==> config.mk <==
export PLATFORM = sky130hd
export DESIGN_NAME = serial_rx_dec
export DESIGN_NICKNAME = d
export VERILOG_FILES = /design/src/core/serial_rx_pkg.sv /design/src/core/serial_rx_dec.sv
export SDC_FILE = /design/constraint.sdc
export NUM_CORES = 1
export LEC_CHECK = 0
export ABC_AREA = 1
export BUFFER_PORTS_ARGS = -buffer_cell sky130_fd_sc_hd__buf_4
export CORE_ASPECT_RATIO = 0.5
export CORE_MARGIN = 2
export CORE_UTILIZATION = 30
export CTS_CLUSTER_DIAMETER = 120
export DETAILED_ROUTE_END_ITERATION = 10
export MAX_ROUTING_LAYER = met4
export PLACE_DENSITY_LB_ADDON = 0.25
export SLEW_MARGIN = 10
export SYNTH_ARGS = -nofsm -noshare
export SYNTH_HDL_FRONTEND = slang
export SYNTH_SLANG_ARGS = --single-unit
==> constraint.sdc <==
create_clock -name clk_i -period 175.4 [get_ports clk_i]
set_clock_uncertainty 0.1 [all_clocks]
set_input_delay 26.31 -clock clk_i [delete_from_list [all_inputs] [get_ports clk_i]]
set_output_delay 26.31 -clock clk_i [all_outputs]
set_load 0.05 [all_outputs]
==> src/core/serial_rx_pkg.sv <==
// package: constants and types for the decimal-capable serial receiver
package serial_rx_pkg;
  localparam int unsigned CLK_HZ = 100_000_000;
  localparam int unsigned MS_PER_S = 1000;
  localparam int unsigned TICK_MS = 1;
  localparam int unsigned CYC_PER_MS = CLK_HZ / MS_PER_S * TICK_MS;
  localparam logic [15:0] BAUD_RST = 16'h2580;
  localparam logic [15:0] TMO_RST = 16'h2710;
  localparam logic INV_RST = 1'b1;
  localparam int unsigned DATA_BITS = 8;
  localparam logic [7:0] ASCII_ZERO = 8'h30;
  localparam logic [7:0] ASCII_NINE = 8'h39;
  localparam logic [15:0] TEN = 16'h000a;

  typedef enum logic [2:0] {
    ST_IDLE = 3'b000,
    ST_WAIT = 3'b001,
    ST_START = 3'b010,
    ST_DATA = 3'b011,
    ST_STOP = 3'b100
  } rx_state_e;

  typedef struct packed {
    logic [15:0] baud;
    logic [15:0] timeout_ms;
    logic timeout_en;
    logic invert;
    logic [3:0] pin_sel;
  } rx_cfg_s;

  typedef struct packed {
    logic done;
    logic timed_out;
    logic [15:0] value;
  } rx_result_s;
endpackage

==> src/core/serial_rx_dec.sv <==
// module: software-style asynchronous 8n1 receiver with optional decimal conversion
//
// Summary of operation
// - frame is start, eight data, stop
// - selected pin made input at start
// - timeout counts milliseconds, then reports timeout
// - timeout 0..65535 ms, start wait only
// - default timeout ten thousand milliseconds
// - timeout disabled means wait forever
// - polarity: 1 inverted, 0 true; default inverted
// - baud 0..65535, default 9600
// - standard rates 300 to 19200 work
// - raw mode stores character code unchanged
// - items filled in sequence, one each
// - decimal mode discards until first digit
// - accumulate value times ten plus digit
// - finish only after digit then non-digit
// - decimal result 16 bits, wraps silently
`timescale 1ns/1ps
module serial_rx_dec
  import serial_rx_pkg::*;
#(
  parameter int unsigned PINS = 16,
  parameter int unsigned CLK_FREQ = CLK_HZ
) (
  input wire logic clk_i,
  input wire logic srst_i,
  input wire logic [PINS-1:0] pins_i,
  input wire rx_cfg_s cfg_i,
  input wire logic item_start_i,
  input wire logic item_dec_i,
  output logic [PINS-1:0] pin_oe_o,
  output logic busy_o,
  output rx_result_s result_o
);
  // ------------------------------------------------------------
  // state
  // ------------------------------------------------------------
  // whole state in one struct
  typedef struct packed {
    rx_state_e st;
    logic busy;
    logic [31:0] cnt;
    logic [15:0] ms;
    logic [31:0] ms_cnt;
    logic [2:0] bit_idx;
    logic [7:0] shreg;
    logic dec;
    logic seen_digit;
    logic [15:0] acc;
    logic [PINS-1:0] oe;
    rx_result_s res;
  } state_s;

  state_s s_r;
  state_s s_nxt;
  logic line;
  logic [31:0] bit_cyc;
  logic [7:0] ch;

  // ------------------------------------------------------------
  // decode helpers
  // ------------------------------------------------------------
  function automatic logic is_digit(input logic [7:0] c);
    is_digit = (c >= ASCII_ZERO) && (c <= ASCII_NINE);
  endfunction

  // ------------------------------------------------------------
  // input selection and bit timing
  // ------------------------------------------------------------
  // line polarity: idle mark seen as 1 after correction
  assign line = pins_i[cfg_i.pin_sel] ^ cfg_i.invert;
  // a zero baud is treated as the slowest rate of one bit per second
  assign bit_cyc = (cfg_i.baud == 16'h0000) ? CLK_FREQ : CLK_FREQ / 32'(cfg_i.baud);
  assign ch = {line, s_r.shreg[7:1]};

  // ------------------------------------------------------------
  // next state
  // ------------------------------------------------------------
  always_comb begin
    s_nxt = s_r;
    s_nxt.res.done = 1'b0;
    case (s_r.st)
      ST_IDLE: begin
        if (item_start_i) begin
          s_nxt.oe = '0;
          s_nxt.dec = item_dec_i;
          s_nxt.seen_digit = 1'b0;
          s_nxt.acc = '0;
          s_nxt.ms = '0;
          s_nxt.ms_cnt = '0;
          s_nxt.st = ST_WAIT;
        end
      end
      ST_WAIT: begin
        if (!line) begin
          s_nxt.cnt = '0;
          s_nxt.st = ST_START;
        end else if (cfg_i.timeout_en) begin
          if (s_r.ms_cnt == CYC_PER_MS - 1) begin
            s_nxt.ms_cnt = '0;
            s_nxt.ms = s_r.ms + 16'h0001;
          end else begin
            s_nxt.ms_cnt = s_r.ms_cnt + 32'h1;
          end
          if (s_r.ms >= cfg_i.timeout_ms) begin
            s_nxt.res.done = 1'b1;
            s_nxt.res.timed_out = 1'b1;
            s_nxt.st = ST_IDLE;
          end
        end
      end
      ST_START: begin
        if (s_r.cnt == (bit_cyc >> 1)) begin
          s_nxt.cnt = '0;
          s_nxt.bit_idx = '0;
          s_nxt.st = line ? ST_WAIT : ST_DATA;
        end else begin
          s_nxt.cnt = s_r.cnt + 32'h1;
        end
      end
      ST_DATA: begin
        if (s_r.cnt == bit_cyc - 32'h1) begin
          s_nxt.cnt = '0;
          s_nxt.shreg = ch;
          s_nxt.bit_idx = s_r.bit_idx + 3'h1;
          if (s_r.bit_idx == 3'(DATA_BITS - 1)) begin
            s_nxt.st = ST_STOP;
          end
        end else begin
          s_nxt.cnt = s_r.cnt + 32'h1;
        end
      end
      ST_STOP: begin
        if (s_r.cnt == bit_cyc - 32'h1) begin
          s_nxt.cnt = '0;
          s_nxt.st = ST_WAIT;
          s_nxt.ms = '0;
          s_nxt.ms_cnt = '0;
          if (!s_r.dec) begin
            s_nxt.res.value = {8'h00, s_r.shreg};
            s_nxt.res.timed_out = 1'b0;
            s_nxt.res.done = 1'b1;
            s_nxt.st = ST_IDLE;
          end else if (is_digit(s_r.shreg)) begin
            s_nxt.seen_digit = 1'b1;
            s_nxt.acc = 16'(s_r.acc * TEN + {8'h00, s_r.shreg - ASCII_ZERO});
          end else if (s_r.seen_digit) begin
            s_nxt.res.value = s_r.acc;
            s_nxt.res.timed_out = 1'b0;
            s_nxt.res.done = 1'b1;
            s_nxt.st = ST_IDLE;
          end
        end else begin
          s_nxt.cnt = s_r.cnt + 32'h1;
        end
      end
      default: s_nxt.st = ST_IDLE;
    endcase
    // busy kept in a flop so the output is registered
    s_nxt.busy = (s_nxt.st != ST_IDLE);
  end

  // ------------------------------------------------------------
  // state register
  // ------------------------------------------------------------
  always_ff @(posedge clk_i) begin
    if (srst_i) begin
      s_r <= '0;
      s_r.st <= ST_IDLE;
    end else begin
      s_r <= s_nxt;
    end
  end

  // ------------------------------------------------------------
  // outputs
  // ------------------------------------------------------------
  assign pin_oe_o = s_r.oe;
  assign busy_o = s_r.busy;
  assign result_o = s_r.res;
endmodule

==> results.txt, run 1 <==
----------------------------------------------------
[Drt]
  Initial drt markers ... 2354
  Vias/cell ... 4.90
  Number of nets still failing antenna checks after routing ... 0
  DRC errors left ... 0
  Routed via count ... 36.4k
  Number of search-and-repair iterations in the first detailed-routing pass ... 6
  Detail-routed net length per standard cell ... between 10 and 15 um
  Total routed wirelength ... 110000 um

[CTS]
  Clock latency on the worst-skew pair ... 0.46 ns
  Clock Pin Slew Worst Setup and Hold Paths ... roughly 0.07 ns
  Count of buffers added by post-CTS timing repair for setup ... 0
  Cts bufs inserted ... 17
  Root buffer cell ... sky130_fd_sc_hd__clkbuf_16
  H-tree depth reported by CTS ... 4
  Clock Sinks ... approximately 130
  Clock Tree Buf Depth ... 2
  PostCTS Resize Cnt ... 0
  Number of hold-repair buffers added at the cts stage ... 0
  CTS tree ... done

[Critical path]
  Longest individual stage delay on the worst path ... 0.88 ns
  Endpoint of the lowest-slack register-to-register path ... s_r[141]
  Slack of the worst reg-to-reg path ... 170.23 ns
  Required time of the worst setup path ... 175.64 ns
  Startpoint of the most critical register-to-register path ... s_r[140]
  Most Frequent Cell on Critical Path ... sky130_fd_sc_hd__nand2_1
  Category of the most critical setup path ... input pin to flop
  Worst Path Max Fanout ... 64
  Endpoint class of the critical path ... flop
  WP buf/inv ... 64
  Sort of element at the start of the critical path ... input pin
  Cell depth of the worst flop-to-flop path ... 18
  Worst-path cell with the longest stage delay ... sky130_fd_sc_hd__a21oi_2
  Arrival time of data at the critical path endpoint ... 104.66 ns
  Family of cells with the greatest summed delay on the critical path ... compound AO/OA/AOI/OAI gates

[Floorplanning]
  Placement row count ... 89
  Boundary Pins ... 93
  Area of the die ... between 100000 and 150000 um2
  Width of the chip ... 492 um
  Die span in y ... 248 um
  Initial core utilization ... a little under a third
  Std-Cell Core Area ... 118000 um2

[Layout]
  Number of nets in the layout ... around 6.3k
  Combined flip-flop and latch cell area ... 2620 um2
  Area growth, synth to finish ... 5.85%
  Combined area of the multi-input logic cells ... 28800 um2
  Highest-count cells in the layout ignoring fill and taps ... sky130_fd_sc_hd__nand2_1 (1334), sky130_fd_sc_hd__inv_1 (733), sky130_fd_sc_hd__a21oi_1 (490), sky130_fd_sc_hd__o21ai_0 (417)
  Number of filler instances in the final layout ... about 13k
  Most frequent standard cell in the layout excluding fill and tap cells ... sky130_fd_sc_hd__nand2_1
  Fraction of final layout cells with drive strength greater than 1 ... 10.1%
  Antenna diode instance count ... 0

[Timing]
  Setup Total Neg Slack ... 0 ns
  Final Hold Violating Endpoints ... 0
  Final min period ... 104.42 ns
  Final Max Slew Viols ... 0
  RSZ-0062 raised after global routing ... no
  Top achievable clock speed ... 9.58 MHz
  Worst Tran Pin Value ... between 1 and 1.5 ns
  Crit share post-route ... 59.5%
  Final setup vio count ... 0
  Worst slew margin relative to its limit ... between 20% and 30%

[Place]
  Number of buffers inserted by port buffering ... 76
  Global placer's final weighted congestion ... just over 0.9
  DPL Wire Length ... 87300 um

[GRT]
  Vias in the first global route ... 34.3k
  Total GRT Usage ... 18.2%
  Antenna violations before repair ... 2
  Total congestion overflow after global routing ... 0
  Maximum number of pins on one net before global-route repair ... 86
  First-pass GRT wire length ... 179000 um

[Yosys]
  Cell area after technology mapping ... between 30000 and 40000 um2
  Number of distinct standard cells referenced by the synthesized netlist ... 92
  Fraction of post-synthesis cell area in the top cell type by area ... 14.4%
  Number of storage elements in the synthesis netlist ... 131
  Number of enable-type register cells in the synthesized netlist ... 0
  Number of warnings issued by yosys ... 0
  Mean post-synth cell area ... 6.10 um2
  Cell type with the highest aggregate area in the netlist ... sky130_fd_sc_hd__ha_1
  Synthesized netlist cell count ... between 5k and 6k
  Top flip-flop cell by instance count after synthesis ... sky130_fd_sc_hd__dfxtp_1
  Asr flop ratio synth ... 0%
  Cell types occupying the most area after synthesis ... sky130_fd_sc_hd__ha_1 (14%), sky130_fd_sc_hd__nand2_1 (14%), sky130_fd_sc_hd__inv_1 (7.7%)
  Sequential area share after synthesis ... around 7.3%

[Worst hold path]
  Worst hold-check path type ... flop to flop
  Worst-case hold path end point ... s_r[60]
  Critical hold path startpoint ... s_r[60]
  Number of stages on the worst hold path ... 1

[Outcome]
  Outcome ... finished clean

[Run]
  Maxcap violations ... 0

----------------------------------------------------
[per-layer routing]
metal  part of all wire (%)  global-route usage, %  wire length [um]
met2                     45                   30.5             49500
met5                      0                      -                 0
met4                    1.2                   2.83              1310
met1                     50                   24.7             55700
met3                    3.5                   1.03              3910
[state kept, by name (all words and copies together) (netlist names)]
register	flops
s_r	105
ch	7
busy_o	1
result_o	18
[cells in the mapped netlist, types with 32 or more instances]
cell / instances
sky130_fd_sc_hd__nor2_2: 47
sky130_fd_sc_hd__nand3_2: 68
sky130_fd_sc_hd__nor2_1: 415
sky130_fd_sc_hd__xor2_1: 285
sky130_fd_sc_hd__ha_1: 413
sky130_fd_sc_hd__o21ai_1: 36
sky130_fd_sc_hd__clkbuf_1: 54
sky130_fd_sc_hd__nand2_2: 100
sky130_fd_sc_hd__dfxtp_1: 131
sky130_fd_sc_hd__nor3_1: 76
sky130_fd_sc_hd__o21ai_0: 417
sky130_fd_sc_hd__nor4_1: 32
sky130_fd_sc_hd__buf_4: 44
sky130_fd_sc_hd__xnor2_1: 127
sky130_fd_sc_hd__a21oi_1: 491
sky130_fd_sc_hd__inv_1: 735
sky130_fd_sc_hd__nand2_1: 1334
sky130_fd_sc_hd__or2_2: 50
sky130_fd_sc_hd__nand4_1: 144
sky130_fd_sc_hd__nand2_4: 36
sky130_fd_sc_hd__o21bai_1: 57
sky130_fd_sc_hd__nand3_1: 369
sky130_fd_sc_hd__nor2_4: 34
[metrics by stage]
stage	cell area (um2)	worst slack, ns	util [%]	std cells	hold WS [ns]
final	37900	70.98	32.1	7437	0.363
after global routing	37900	61.03	32.1	7437	0.383
after CTS	37900	71.27	32.1	7437	0.364
after detailed placement	37200	71.01	31.5	7405	0.356
after global placement	37200	72.44	31.5	7405	0.352
after floorplan	35800	79.90	-	5880	0.328
[layout make-up]
cell class | count | area share, %
multi-input combinational | 4787 | 76.1
inverter | 788 | 7.91
sequential | 131 | 6.92
tap | 1592 | 5.26
timing repair buffer | 107 | 2.12
clock buffer | 19 | 1.17
clock inverter | 13 | 0.518
[worst reg2reg max path, cell delays in order, from the launching register on]
cell and delay (ns):
sky130_fd_sc_hd__dfxtp_1 0.37, sky130_fd_sc_hd__nor3_1 0.24, sky130_fd_sc_hd__o21ai_0 0.11, sky130_fd_sc_hd__a2111oi_0 0.36, sky130_fd_sc_hd__o21ai_0 0.17, sky130_fd_sc_hd__a2111o_1 0.32, sky130_fd_sc_hd__nor4_1 0.26, sky130_fd_sc_hd__o211ai_1 0.19
sky130_fd_sc_hd__nor4_1 0.61, sky130_fd_sc_hd__o311ai_0 0.51, sky130_fd_sc_hd__nor4_1 0.46, sky130_fd_sc_hd__nand3_1 0.13, sky130_fd_sc_hd__nor4_1 0.28, sky130_fd_sc_hd__nand4_1 0.25, sky130_fd_sc_hd__nand2_1 0.11, sky130_fd_sc_hd__nand2_1 0.06
sky130_fd_sc_hd__buf_4 0.25, sky130_fd_sc_hd__o21ai_0 0.16, sky130_fd_sc_hd__a21oi_1 0.09
[worst max path at each step]
stage	startpoint	to	slack, ns	cells past startpoint
after floorplan	cfg_i[22]	s_r[95]	79.90	502
after global placement	cfg_i[22]	s_r[63]	72.44	444
after detailed placement	cfg_i[22]	s_r[63]	71.01	444
after CTS	cfg_i[22]	s_r[85]	71.27	444
after global routing	cfg_i[22]	s_r[85]	61.03	447
final	cfg_i[22]	s_r[63]	70.98	442
[cell families after synthesis]
| kind of cell | Yosys count | share of synthesized area, % |
|---|---|---|
| AOI/OAI and AO/OA | 1155 | 17.8 |
| xor gates and xnor gates | 412 | 10.1 |
| adders and majority gates | 415 | 14.5 |
| buffers and inverters | 962 | 12.3 |
| DFF | 131 | 7.33 |
| muxes | 6 | 0.171 |
| other | 1 | 0.0105 |
| and+or+nand+nor | 2783 | 37.7 |
Power of run 1 is left out: the tool's default activity adds up to more than one toggle a clock period on the data nets, which glitch-free logic cannot reach.
==> run 2, diff against run 1 <==
==> constraint.sdc (replaced) <==
create_clock -name clk_i -period 107 [get_ports clk_i]
set_clock_uncertainty 0.1 [all_clocks]
set_input_delay 16.05 -clock clk_i [delete_from_list [all_inputs] [get_ports clk_i]]
set_output_delay 16.05 -clock clk_i [all_outputs]
set_load 0.05 [all_outputs]
==> run 2 against run 1 <==
Compared with the run above: highest routed layer unchanged; critical path type unchanged; flip-flop and latch count is the same; critical path depth did not move; wire length is 0.27% lower; non-clock buffer count is the same; cell area down 0.17%; core utilization is 0.053 points lower; setup slack lost 58 ns.
==> results.txt, run 2 (same netlist as run 1, synthesis figures left out) <==
----------------------------------------------------
[Layout]
  Area growth, synth to finish ... 5.68%
  Antenna diode instance count ... 0
  Most frequent standard cell in the layout excluding fill and tap cells ... sky130_fd_sc_hd__nand2_1
  Flip-flop count of the largest register after layout ... 105
  Number of nets in the layout ... 6305
  Highest-count cells in the layout ignoring fill and taps ... sky130_fd_sc_hd__nand2_1 (1334), sky130_fd_sc_hd__inv_1 (733), sky130_fd_sc_hd__a21oi_1 (490), sky130_fd_sc_hd__o21ai_0 (417)
  Register bank with the most flops ... s_r
  Fraction of final layout cells with drive strength greater than 1 ... about a tenth
  Final cell count without fillers ... 7437

[Outcome]
  Outcome ... finished clean

[CTS]
  Clock latency on the worst-skew pair ... about 0.45 ns
  H-tree depth reported by CTS ... 4
  Root buffer cell ... sky130_fd_sc_hd__clkbuf_16
  CTS tree ... done
  PostCTS Resize Cnt ... 0
  Count of buffers added by post-CTS timing repair for setup ... 0
  Clock Sinks ... 131
  Number of hold-repair buffers added at the cts stage ... 0
  Clock Pin Slew Worst Setup and Hold Paths ... 0.06 ns
  Clock Tree Buf Depth ... 2
  Cts bufs inserted ... 17

[Critical path]
  Longest individual stage delay on the worst path ... 0.84 ns
  Arrival time of data at the critical path endpoint ... 94.37 ns
  Worst Path Max Fanout ... 64
  Sort of element at the start of the critical path ... input pin
  Worst-path cell with the longest stage delay ... sky130_fd_sc_hd__a21oi_2
  Required time of the worst setup path ... 107.24 ns
  Most Frequent Cell on Critical Path ... sky130_fd_sc_hd__nand2_1
  Endpoint class of the critical path ... flop
  Category of the most critical setup path ... input pin to flop

[Place]
  DPL Wire Length ... 87100 um
  Setup Slack @ Placement ... between 10 and 15 ns
  Count of placed standard cells including taps ... 7405
  Number of buffers inserted by port buffering ... 76
  Global placer's final weighted congestion ... around 0.93

[Drt]
  Initial drt markers ... between 2k and 2.5k
  Number of nets still failing antenna checks after routing ... 0
  Detail-routed net length per standard cell ... 14.8 um
  Number of search-and-repair iterations in the first detailed-routing pass ... 5
  Routed via count ... 36.4k
  Total routed wirelength ... 110000 um
  DRC errors left ... 0
  Vias/cell ... around 4.9

[Timing]
  Final setup vio count ... 0
  Hold_ws ... 0.360 ns
  Final Hold Violating Endpoints ... 0
  Crit share post-route ... 88.0%
  Worst slew margin relative to its limit ... between 20% and 30%
  Worst Tran Pin Value ... approximately 1.1 ns
  Top achievable clock speed ... 10.6 MHz
  Crit path setup slack, layout ... 12.87 ns
  Setup Total Neg Slack ... 0 ns
  RSZ-0062 raised after global routing ... no
  Final Max Slew Viols ... 0
  Final min period ... 94.13 ns

[GRT]
  Maximum number of pins on one net before global-route repair ... 65
  Vias in the first global route ... around 34k
  Total congestion overflow after global routing ... 0
  First-pass GRT wire length ... 178000 um
  Total GRT Usage ... 18.1%
  Antenna violations before repair ... 3

[Floorplanning]
  Initial core utilization ... 30.3%
  Width of the chip ... 492 um
  Boundary Pins ... 93
  Die span in y ... approximately 250 um
  Area of the die ... 122000 um2
  Std-Cell Core Area ... 118000 um2
  Placement row count ... 89

[Run]
  Maxcap violations ... 0

[Worst hold path]
  Worst hold-check path type ... flop to flop

----------------------------------------------------
[run 2: cell count changes in the layout (fill, tap and decap cells not counted), sizes merged]
cell,delta
bufinv,-3
clkinvlp,+4
clkinv,-1
[run 2: worst paths after layout]
kind,to,cells past startpoint,slack [ns],startpoint
max,s_r[85],442,12.87,cfg_i[22]
max reg2reg,s_r[141],18,101.83,s_r[140]
min reg2reg,s_r[60],1,0.36,s_r[60]
min,s_r[60],1,0.36,s_r[60]
[run 2: cell type report]
class,instances,area [um2]
fill,13200,80300
multi-input combinational,4787,28800
inverter,788,3000
sequential,131,2620
tap,1592,1990
timing repair buffer,107,803
clock buffer,19,453
clock inverter,13,124
[run 2: metal layers]
metal | part of all wire (%) | up-vias | global-route usage, % | wire length [um]
met5 | 0 | - | - | 0
met4 | 1.7 | 0 | 3.34 | 1830
met3 | 3.3 | 88 | 1.10 | 3590
met2 | 45 | 603 | 30.0 | 49200
met1 | 50 | 16300 | 24.5 | 55600
li1 | - | 19400 | - | -
[run 2: critical path, delay by kind of cell]
| family | cells | cell delay [ns] |
|---|---|---|
| AO/OA/AOI/OAI | 178 | 32.91 |
| XOR/XNOR | 2 | 0.30 |
| adder cells (fa/ha/maj) | 32 | 11.00 |
| buffers and inverters | 64 | 10.43 |
| AND/OR/NAND/NOR | 166 | 23.26 |
[run 2: per-stage QoR]
| stage | instance area, um2 | util (%) |
|---|---|---|
| global placement | 37200 | 31.5 |
| global route | 37800 | 32.0 |
| floorplan | 35800 | - |
| CTS | 37800 | 32.0 |
| detailed placement | 37200 | 31.5 |
| finish | 37800 | 32.0 |
Power of run 2 is left out for the same reason.
